===== config.mk =====
export PLATFORM = sky130hd
export DESIGN_NAME = pifl_flags_low
export DESIGN_NICKNAME = d
export VERILOG_FILES = /design/src/pkg/pifl_pkg.sv /design/src/pifl_flags_low.sv /design/src/pifl_pin_event.sv
export VERILOG_INCLUDE_DIRS = /design/src /design/src/pkg
export SDC_FILE = /design/constraint.sdc
export NUM_CORES = 1
export LEC_CHECK = 0
export BUFFER_PORTS_ARGS = -buffer_cell sky130_fd_sc_hd__buf_4
export CELL_PAD_IN_SITES_DETAIL_PLACEMENT = 0
export CELL_PAD_IN_SITES_GLOBAL_PLACEMENT = 2
export CORE_ASPECT_RATIO = 1.1
export CORE_MARGIN = 2
export CORE_UTILIZATION = 25
export CTS_CLUSTER_DIAMETER = 80
export DETAILED_ROUTE_END_ITERATION = 10
export HOLD_SLACK_MARGIN = 0.02
export PLACE_DENSITY = 0.82
export REMOVE_ABC_BUFFERS = 1
export SETUP_SLACK_MARGIN = 0.5
export SYNTH_ARGS = -nofsm -noshare
export SYNTH_HDL_FRONTEND = slang
export SYNTH_SLANG_ARGS = --single-unit

===== constraint.sdc =====
create_clock -name i_clk -period 1.4 [get_ports i_clk]
set_input_delay 0.21 -clock i_clk [delete_from_list [all_inputs] [get_ports i_clk]]
set_output_delay 0.21 -clock i_clk [all_outputs]
set_load 0.005 [all_outputs]

===== src/pkg/pifl_defines.svh =====
// Register offsets, field positions and reset values for the low interrupt flags
`ifndef PIFL_DEFINES_SVH
`define PIFL_DEFINES_SVH

// Register byte offsets
`define PIFL_OFF_FLAGS    4'h0
`define PIFL_OFF_STATUS   4'h4
`define PIFL_OFF_MASK     4'h8
`define PIFL_OFF_PINSEL   4'hc

// Field positions
`define PIFL_BIT_ADC      2
`define PIFL_BIT_ZCD      1
`define PIFL_BIT_EXT0     0
`define PIFL_PINSEL_LSB   0
`define PIFL_PINSEL_MSB   2
`define PIFL_EDGE_BIT     4

// Reset values
`define PIFL_RST_FLAGS    3'h0
`define PIFL_RST_MASK     3'h0
`define PIFL_RST_PINSEL   3'h0
`define PIFL_RST_EDGE     1'h0
`define PIFL_RST_RDATA    8'h00

`endif


===== src/pkg/pifl_pkg.sv =====
// Types shared by the low interrupt flag block
`default_nettype none

package pifl_pkg;

    typedef logic [2:0] pifl_flags_t;
    typedef logic [2:0] pifl_pinsel_t;
    typedef logic [7:0] pifl_byte_t;

    typedef enum logic [0:0] {
        PIFL_EDGE_RISE = 1'b0,
        PIFL_EDGE_FALL = 1'b1
    } pifl_edge_t;

endpackage

`default_nettype wire


===== src/pifl_flags_low.sv =====
// Sticky converter, zero-cross and external pin event flags with register port and interrupt
`default_nettype none
`include "pifl_defines.svh"

module pifl_flags_low
    import pifl_pkg::*;
(
    // Clock and reset
    input  wire logic        i_clk,
    input  wire logic        i_rst,

    // Register port
    input  wire logic [3:0]  i_addr,
    input  wire pifl_byte_t  i_wdata,
    input  wire logic        i_wr,
    input  wire logic        i_rd,
    output pifl_byte_t       o_rdata,

    // Event sources
    input  wire logic        i_adc_event,
    input  wire logic        i_zcd_event,
    input  wire logic [7:0]  i_gpio,

    // Flag view and interrupt
    output pifl_flags_t      o_flags,
    output logic             o_irq
);

    ////////////////////////////////////////////////////////////////////////////
    // Helpers
    ////////////////////////////////////////////////////////////////////////////

    function automatic logic hit(input logic [3:0] addr, input logic [3:0] off);
        hit = (addr == off);
    endfunction

    function automatic pifl_byte_t widen(input pifl_flags_t val);
        widen = {5'h00, val};
    endfunction

    ////////////////////////////////////////////////////////////////////////////
    // State
    ////////////////////////////////////////////////////////////////////////////

    pifl_flags_t  flags;
    pifl_flags_t  mask;
    pifl_pinsel_t ext_pin_select_reg;
    pifl_edge_t   edge_mode;
    pifl_byte_t   rdata;
    logic         irq;

    pifl_flags_t  next_flags;
    pifl_flags_t  next_mask;
    pifl_pinsel_t next_ext_pin_select_reg;
    pifl_edge_t   next_edge_mode;
    pifl_byte_t   next_rdata;
    logic         next_irq;

    pifl_flags_t  set_bits;
    pifl_flags_t  clr_bits;
    logic         ext_event;
    logic         wr_flags;
    logic         wr_status;
    logic         wr_mask;
    logic         wr_pinsel;

    logic         adc_event_flag;
    logic         zero_cross_event_flag;
    logic         ext_pin0_event_flag;

    ////////////////////////////////////////////////////////////////////////////
    // External pin event detector
    ////////////////////////////////////////////////////////////////////////////

    pifl_pin_event u_pin_event (
        .i_clk   (i_clk),
        .i_rst   (i_rst),
        .i_gpio  (i_gpio),
        .i_sel   (ext_pin_select_reg),
        .i_edge  (edge_mode),
        .o_event (ext_event)
    );

    ////////////////////////////////////////////////////////////////////////////
    // Event flags
    ////////////////////////////////////////////////////////////////////////////

    // Write strobes per register
    always_comb begin
        wr_flags  = i_wr && hit(i_addr, `PIFL_OFF_FLAGS);
        wr_status = i_wr && hit(i_addr, `PIFL_OFF_STATUS);
        wr_mask   = i_wr && hit(i_addr, `PIFL_OFF_MASK);
        wr_pinsel = i_wr && hit(i_addr, `PIFL_OFF_PINSEL);
    end

    // Set terms ignore mask and any global enable
    always_comb begin
        set_bits                 = 3'h0;
        set_bits[`PIFL_BIT_ADC]  = i_adc_event;
        set_bits[`PIFL_BIT_ZCD]  = i_zcd_event;
        set_bits[`PIFL_BIT_EXT0] = ext_event;
    end

    // Flag register clears by writing 0; status alias clears by writing 1
    always_comb begin
        clr_bits = 3'h0;
        if (wr_flags) begin
            clr_bits = ~i_wdata[2:0];
        end else if (wr_status) begin
            clr_bits = i_wdata[2:0];
        end
    end

    // Set wins over a clear in the same cycle; software can never set
    always_comb begin
        next_flags = (flags & ~clr_bits) | set_bits;
    end

    always_ff @(posedge i_clk or posedge i_rst) begin
        if (i_rst) begin
            flags <= `PIFL_RST_FLAGS;
        end else begin
            flags <= next_flags;
        end
    end

    assign adc_event_flag        = flags[`PIFL_BIT_ADC];
    assign zero_cross_event_flag = flags[`PIFL_BIT_ZCD];
    assign ext_pin0_event_flag   = flags[`PIFL_BIT_EXT0];

    ////////////////////////////////////////////////////////////////////////////
    // Control registers
    ////////////////////////////////////////////////////////////////////////////

    always_comb begin
        next_mask               = mask;
        next_ext_pin_select_reg = ext_pin_select_reg;
        next_edge_mode          = edge_mode;
        if (wr_mask) begin
            next_mask = i_wdata[2:0];
        end
        if (wr_pinsel) begin
            next_ext_pin_select_reg = i_wdata[`PIFL_PINSEL_MSB:`PIFL_PINSEL_LSB];
            next_edge_mode          = pifl_edge_t'(i_wdata[`PIFL_EDGE_BIT]);
        end
    end

    always_ff @(posedge i_clk or posedge i_rst) begin
        if (i_rst) begin
            mask               <= `PIFL_RST_MASK;
            ext_pin_select_reg <= `PIFL_RST_PINSEL;
            edge_mode          <= pifl_edge_t'(`PIFL_RST_EDGE);
        end else begin
            mask               <= next_mask;
            ext_pin_select_reg <= next_ext_pin_select_reg;
            edge_mode          <= next_edge_mode;
        end
    end

    ////////////////////////////////////////////////////////////////////////////
    // Read port
    ////////////////////////////////////////////////////////////////////////////

    // Data stand only in the cycle after the read strobe
    always_comb begin
        next_rdata = `PIFL_RST_RDATA;
        if (i_rd) begin
            case (i_addr)
                `PIFL_OFF_FLAGS: begin
                    next_rdata = {5'h00, adc_event_flag, zero_cross_event_flag, ext_pin0_event_flag};
                end
                `PIFL_OFF_STATUS: begin
                    next_rdata = widen(flags);
                end
                `PIFL_OFF_MASK: begin
                    next_rdata = widen(mask);
                end
                `PIFL_OFF_PINSEL: begin
                    next_rdata = {3'h0, edge_mode, 1'b0, ext_pin_select_reg};
                end
                default: begin
                    next_rdata = `PIFL_RST_RDATA;
                end
            endcase
        end
    end

    always_ff @(posedge i_clk or posedge i_rst) begin
        if (i_rst) begin
            rdata <= `PIFL_RST_RDATA;
        end else begin
            rdata <= next_rdata;
        end
    end

    ////////////////////////////////////////////////////////////////////////////
    // Interrupt
    ////////////////////////////////////////////////////////////////////////////

    // Built from next_flags and next_mask, so it rises in the same cycle as the flag
    always_comb begin
        next_irq = |(next_flags & next_mask);
    end

    always_ff @(posedge i_clk or posedge i_rst) begin
        if (i_rst) begin
            irq <= 1'b0;
        end else begin
            irq <= next_irq;
        end
    end

    ////////////////////////////////////////////////////////////////////////////
    // Outputs
    ////////////////////////////////////////////////////////////////////////////

    assign o_rdata = rdata;
    assign o_flags = flags;
    assign o_irq   = irq;

endmodule // pifl_flags_low

`default_nettype wire


===== src/pifl_pin_event.sv =====
// External pin selector and edge detector feeding the pin event flag
`default_nettype none
`include "pifl_defines.svh"

module pifl_pin_event
    import pifl_pkg::*;
(
    // Clock and reset
    input  wire logic         i_clk,
    input  wire logic         i_rst,
    // Pin inputs and selection
    input  wire logic [7:0]   i_gpio,
    input  wire pifl_pinsel_t i_sel,
    input  wire pifl_edge_t   i_edge,
    // Event pulse
    output logic              o_event
);

    logic cur;
    logic prev;
    logic loaded;
    logic armed;
    logic next_cur;
    logic next_prev;
    logic next_loaded;
    logic next_armed;

    // Armed one edge after the first sample, so prev never holds the reset value
    always_comb begin
        next_cur    = i_gpio[i_sel];
        next_prev   = cur;
        next_loaded = 1'b1;
        next_armed  = loaded;
    end

    always_ff @(posedge i_clk or posedge i_rst) begin
        if (i_rst) begin
            cur    <= 1'b0;
            prev   <= 1'b0;
            loaded <= 1'b0;
            armed  <= 1'b0;
        end else begin
            cur    <= next_cur;
            prev   <= next_prev;
            loaded <= next_loaded;
            armed  <= next_armed;
        end
    end

    // No event before the first sample pair, so a pin resting high is not an edge
    always_comb begin
        if (i_edge == PIFL_EDGE_FALL) begin
            o_event = armed & prev & ~cur;
        end else begin
            o_event = armed & ~prev & cur;
        end
    end

endmodule // pifl_pin_event

`default_nettype wire


Word level (Yosys, flattened, before mapping)
Index checks and enable logic that the tools add are counted.
{"block": "word_totals", "ff_bits": 23, "out_inout_bits": 12, "word_cells": 40}
{"block": "classes", "magnitude_cmp": 1, "n_eq_ne": 3, "n_mux": 8, "bitwise_logic": 11, "n_reduce_logical": 7}
{"op": "5-bit one-hot mux with 3 select lines", "count": 1}
{"op": "3-bit two-way mux", "count": 3}
{"op": "4-bit == test, second input constant", "count": 2}
{"op": "3-bit bitwise AND", "count": 2}
{"op": "3-bit NOT", "count": 2}
{"op": "5-bit two-way mux", "count": 1}
{"op": "1-bit bitwise AND", "count": 4}
{"op": "4-bit by 3-bit == test with 1-bit output, second input constant", "count": 1}
{"op": "1-bit logical AND", "count": 4}
{"op": "4-bit zero test", "count": 1}
{"op": "3-bit by 4-bit < comparator with 1-bit output, second input constant", "count": 1}
{"op": "1-bit binary-select mux with 3-bit select", "count": 1}
{"op": "3-bit bitwise OR", "count": 1}
{"op": "3-bit OR reduction", "count": 1}
{"op": "1-bit two-way mux", "count": 2}
{"op": "1-bit NOT", "count": 2}
{"op": "2-bit OR reduction", "count": 1}

Depth between registers and ports, before layout
{"block": "logic_depth", "word_depth": 9, "ltp_mapped": 5, "depth_no_buf": 4}

Cells and area by module
A second synthesis with hierarchy kept.
{"block": "hier_totals", "hier_cells": 78, "hier_area_um2": 957.2}
{"module": "pifl_flags_low", "instances": 1, "cells_each": 66, "area_each_um2": 762.0, "seq_area_each_um2": 375.4}
{"module": "pifl_pin_event", "instances": 1, "cells_each": 12, "area_each_um2": 195.2, "seq_area_each_um2": 100.1}

Worst setup path before layout
OpenSTA, ideal clock, no wires.
{"block": "synth_path", "path_type": "input-to-reg", "startpoint": "input port i_addr[3]", "endpoint": "register irq (netlist: o_irq)", "setup_time_ns": 0.135, "arrival_ns": 1.195, "required_ns": 1.265, "setup_slack_ns": 0.070, "cell_stages": 5, "n_path_buf": 1, "cell_sequence": "buf_6 -> nor4b_1 -> a21boi_0 -> a2bb2o_4 -> o221ai_2"}
{"block": "synth_between", "elab_chain_len": 9, "elab_cells_between_ends": 14, "classes_between": "eq/ne (2); mux (3); bitwise (4); reduce/logical (5)"}
{"element": "start: declaration", "line_no": "pifl_flags_low.sv:13", "source": "input wire logic [3:0] i_addr,"}
{"element": "4-bit by 3-bit == test with 1-bit output", "line_no": "pifl_flags_low.sv:34", "source": "hit = (addr == off);"}
{"element": "1-bit logical AND", "line_no": "pifl_flags_low.sv:91", "source": "wr_status = i_wr && hit(i_addr, `PIFL_OFF_STATUS);"}
{"element": "3-bit two-way mux", "line_no": "pifl_flags_low.sv:109", "source": "end else if (wr_status) begin"}
{"element": "3-bit two-way mux", "line_no": "pifl_flags_low.sv:107", "source": "if (wr_flags) begin"}
{"element": "3-bit NOT", "line_no": "pifl_flags_low.sv:116", "source": "next_flags = (flags & ~clr_bits) | set_bits;"}
{"element": "3-bit bitwise AND", "line_no": "pifl_flags_low.sv:116"}
{"element": "3-bit bitwise OR", "line_no": "pifl_flags_low.sv:116"}
{"element": "3-bit bitwise AND *", "line_no": "pifl_flags_low.sv:202", "source": "next_irq = |(next_flags & next_mask);"}
{"element": "3-bit OR reduction *", "line_no": "pifl_flags_low.sv:202"}
{"element": "net next_irq", "line_no": "pifl_flags_low.sv:57", "source": "logic next_irq;"}
{"element": "end signal: assignment", "line_no": "pifl_flags_low.sv:209", "source": "irq <= next_irq;"}
{"element": "end: declaration", "line_no": "pifl_flags_low.sv:50", "source": "logic irq;"}
The timed path passes the listed nets; every way through them passes the cells marked *.
A chain may end at the register's enable or synchronous reset.

Worst setup path after layout
{"block": "layout_path", "startpoint": "register ext_pin_select_reg[0]", "endpoint": "register u_pin_event.cur"}
{"block": "layout_between", "elab_chain_len": 2}
{"element": "start: declaration", "line_no": "pifl_flags_low.sv:47", "source": "pifl_pinsel_t ext_pin_select_reg;"}
{"element": "start signal: assignment", "line_no": "pifl_flags_low.sv:151", "source": "ext_pin_select_reg <= `PIFL_RST_PINSEL;"}
{"element": "start signal: assignment", "line_no": "pifl_flags_low.sv:155", "source": "ext_pin_select_reg <= next_ext_pin_select_reg;"}
{"element": "1-bit binary-select mux with 3-bit select", "line_no": "pifl_pin_event.sv:30", "source": "next_cur = i_gpio[i_sel];"}
{"element": "1-bit two-way mux (not written as such)", "line_no": "pifl_pin_event.sv:30"}
{"element": "net u_pin_event.next_cur", "line_no": "pifl_pin_event.sv:23", "source": "logic next_cur;"}
{"element": "end signal: assignment", "line_no": "pifl_pin_event.sv:43", "source": "cur <= next_cur;"}
{"element": "end: declaration", "line_no": "pifl_pin_event.sv:19", "source": "logic cur;"}
The timed path passes the listed nets, and every way through them passes these cells. The select of a mux whose other input is x is not followed.

==> impl_metrics.toml <==
[worst_setup_path]
critical-path-top-delay-family = "multiplexers"
crit_path_top_delay_cell = "sky130_fd_sc_hd__mux4_2"
critical_path.endpoint_type = "flip-flop"
worstPathArrival_ps = 1440
path_max_fanout = 3
worstPathCellList = "mux4_2, mux2_4"
critical_path.startpoint_type = "flip-flop"
crit_required_ps = 1550
timing.critical_path.buf_inv = 0
start_to_end_type_of_the_worst_setup_path = "flip-flop to flip-flop"
max_stage_delay_ps = 500

[yosys]
synth.most_common_cell = "sky130_fd_sc_hd__dfrtp_1"
synthTopCellsByArea = "sky130_fd_sc_hd__dfrtp_1 (52%), sky130_fd_sc_hd__mux2_2 (6.1%), sky130_fd_sc_hd__mux2i_1 (5.4%)"
asyncSetResetFlopFracSynth = 1.00
synth_top_area_share = 0.517
synth-seq-cells = 19
synthDistinctLibCells = 27
yosysTopAreaCell = "sky130_fd_sc_hd__dfrtp_1"
number_of_synthesized_flops_with_an_enable_pin = 0
synth.top_cells.by_count = "sky130_fd_sc_hd__dfrtp_1 (19), sky130_fd_sc_hd__inv_1 (6), sky130_fd_sc_hd__nand2_1 (6), sky130_fd_sc_hd__nor2_1 (6)"
netlist_instances = 78
seq_area_frac_synth = 0.517
synth_ff_type = "sky130_fd_sc_hd__dfrtp_1"
yosys_warnings = 0
syn_area_um2 = 920
syn_area_per_cell_um2 = 11.8

[grt]
largest_net_degree_at_the_start_of_global_routing = 20
gr-total-overflow = 0
gr-usage-all-layers = 0.115
grt_pass1_vias = 750
initial_antenna_violation_count = 0
global_route_wire_length_before_repair_um = 3370

[drt]
vias = 698
first_pass_iters = 2
post-route-drc-count = 0
detail_route.iter0.violations = 6
drt.antenna.violating_nets = 0
mean_routed_wirelength_per_cell_um = 11.8
dr_vias_cell = 4.15
routed_wirelength_um = 1980

[cells_and_area]
finish.net_count = 145
finalNonFillerCells = 168
layout-drive-gt1-share = 0.559
area_growth_pct = 55.9
largest_reg_flops = 4
n_antenna_cell = 0
finish.instance_area_um2 = 1430

[min_path]
timing.hold.worst.class = "input pin to flip-flop"

[floorplanning]
die_w_um = 61.8
fp-row-count = 23
die_area_um2 = 4180
start_util = 0.256
floorplan.core_area_um2 = 3600
design.portCount = 38
dieHeight_um = 67.6

[cts]
htree_num_levels = 1
max-clock-path-buffers = 2
cts_buffers = 3
clock_latency_ps = 260
tritoncts_num_sinks = 19
cts_root_buf = "sky130_fd_sc_hd__clkbuf_8"
tritoncts = "yes"
clk_pin_slew_worst_paths_ps = 70

[sta]
setup_violations = 0
rsz0062_at_grt = "yes"
final_critical_path_setup_slack_ps = 111
fin_crit_sh = 0.920
fmax_ghz = 0.776
timing.final.crit_period_ps = 1290
report.final.slew_viol_count = 0
timing.setup.tns_ps = 0
timing.final.hold_violations = 0
fin_worst_skew_ps = 1.32
hold-worst-slack_ps = 146

[placed_design]
placed_cells = 159
dpl-instance-area_um2 = 1200
dp_slack_ps = -132
routability_congestion_estimate = 0.780
post-dp-hpwl_um = 1510
port-buffer-count = 29

[power_and_ir_drop]
p_leak_nw = 0.649
worst_ir_drop_vdd_uv = 390
power_per_cell_area_nw_per_um2 = 1060

[flow_run]
cap_violations = 0

[outcome]
status = "complete, no violations"
## final timing paths
kind	start	to	cells past startpoint	slack, ps
max	ext_pin_select_reg[0]	u_pin_event.cur	2	110
min	i_zcd_event	o_flags[1]	3	150
max reg2reg	ext_pin_select_reg[0]	u_pin_event.cur	2	110
min reg2reg	u_pin_event.loaded	u_pin_event.armed	0	350
max in group asynchronous	i_rst	ext_pin_select_reg[0]	4	660
min in group asynchronous	i_rst	o_rdata[0]	4	520
## metrics by stage
stage	utilization	total power [W]
after CTS	0.385	0.00154
after global placement	0.334	0.00105
final	0.399	0.00153
after detailed placement	0.334	0.00106
after floorplan	-	0.000903
after global routing	0.399	0.00163
## tightest hold or removal path, cell delays in order
cell and delay (ps):
sky130_fd_sc_hd__buf_4 90, sky130_fd_sc_hd__a21oi_4 30, sky130_fd_sc_hd__inv_1 40
## report_power, final
part           leakage, nW  switching [W]  internal (W)
sequential           0.226      0.0000808      0.000647
combinational        0.398       0.000145      0.000274
clock               0.0255       0.000182      0.000198
total                0.649       0.000408       0.00112
## layer usage
layer | routed length (um) | share of wire | vias up | track usage
li1 | - | - | 336 | -
met1 | 807 | 0.41 | 333 | 0.124
met2 | 1040 | 0.52 | 25 | 0.192
met3 | 78 | 0.039 | 4 | 0.0230
met4 | 57 | 0.029 | 0 | 0.0878
met5 | 0 | 0 | - | 0
## kinds of logic (layout without fill, tap and decap cells)
logic type	after synthesis	after routing	synth area share
other	2	5	0.00817
XOR/XNOR	3	3	0.0286
flip-flops	19	19	0.517
AO/OA/AOI/OAI	10	10	0.0966
multiplexers	12	12	0.165
buffers and inverters	12	49	0.0748
AND/OR/NAND/NOR	20	20	0.110
## area by class of cell
| cell class | instances | area [um2] |
|---|---|---|
| fill | 367 | 2160 |
| multi-input combinational | 50 | 482 |
| sequential | 19 | 477 |
| timing repair buffer | 39 | 344 |
| tap | 50 | 62.6 |
| clock buffer | 3 | 41.3 |
| inverter | 6 | 22.5 |
| clock inverter | 1 | 5.00 |
## placed cells by master, fill, tap and decap left out, types with 2 or more instances in the layout
cell type                  synthesis  final
sky130_fd_sc_hd__mux2_4            0      5
sky130_fd_sc_hd__xnor2_1           3      3
sky130_fd_sc_hd__nand2_2           0      3
sky130_fd_sc_hd__nand2_1           6      3
sky130_fd_sc_hd__clkbuf_8          0      3
sky130_fd_sc_hd__mux2i_1           5      3
sky130_fd_sc_hd__buf_4             4     25
sky130_fd_sc_hd__or2_4             0      2
sky130_fd_sc_hd__mux4_2            2      2
sky130_fd_sc_hd__buf_6             1     13
sky130_fd_sc_hd__nand2b_1          2      2
sky130_fd_sc_hd__inv_1             6      6
sky130_fd_sc_hd__dfrtp_1          19     18
sky130_fd_sc_hd__nor2_1            6      5
sky130_fd_sc_hd__a211oi_1          3      3
sky130_fd_sc_hd__conb_1            2      5
## timing repair
item | 4_1_cts | 5_1_grt
resized for setup | 31 | 7
pin swaps | 9 | 5
hold endpoints to repair | 19 | 0
buffers inserted | 2 | 2
setup endpoints to repair | 21 | 22
hold buffers | 1 | 0
No activity file was read; power rests on OpenSTA's default activity.
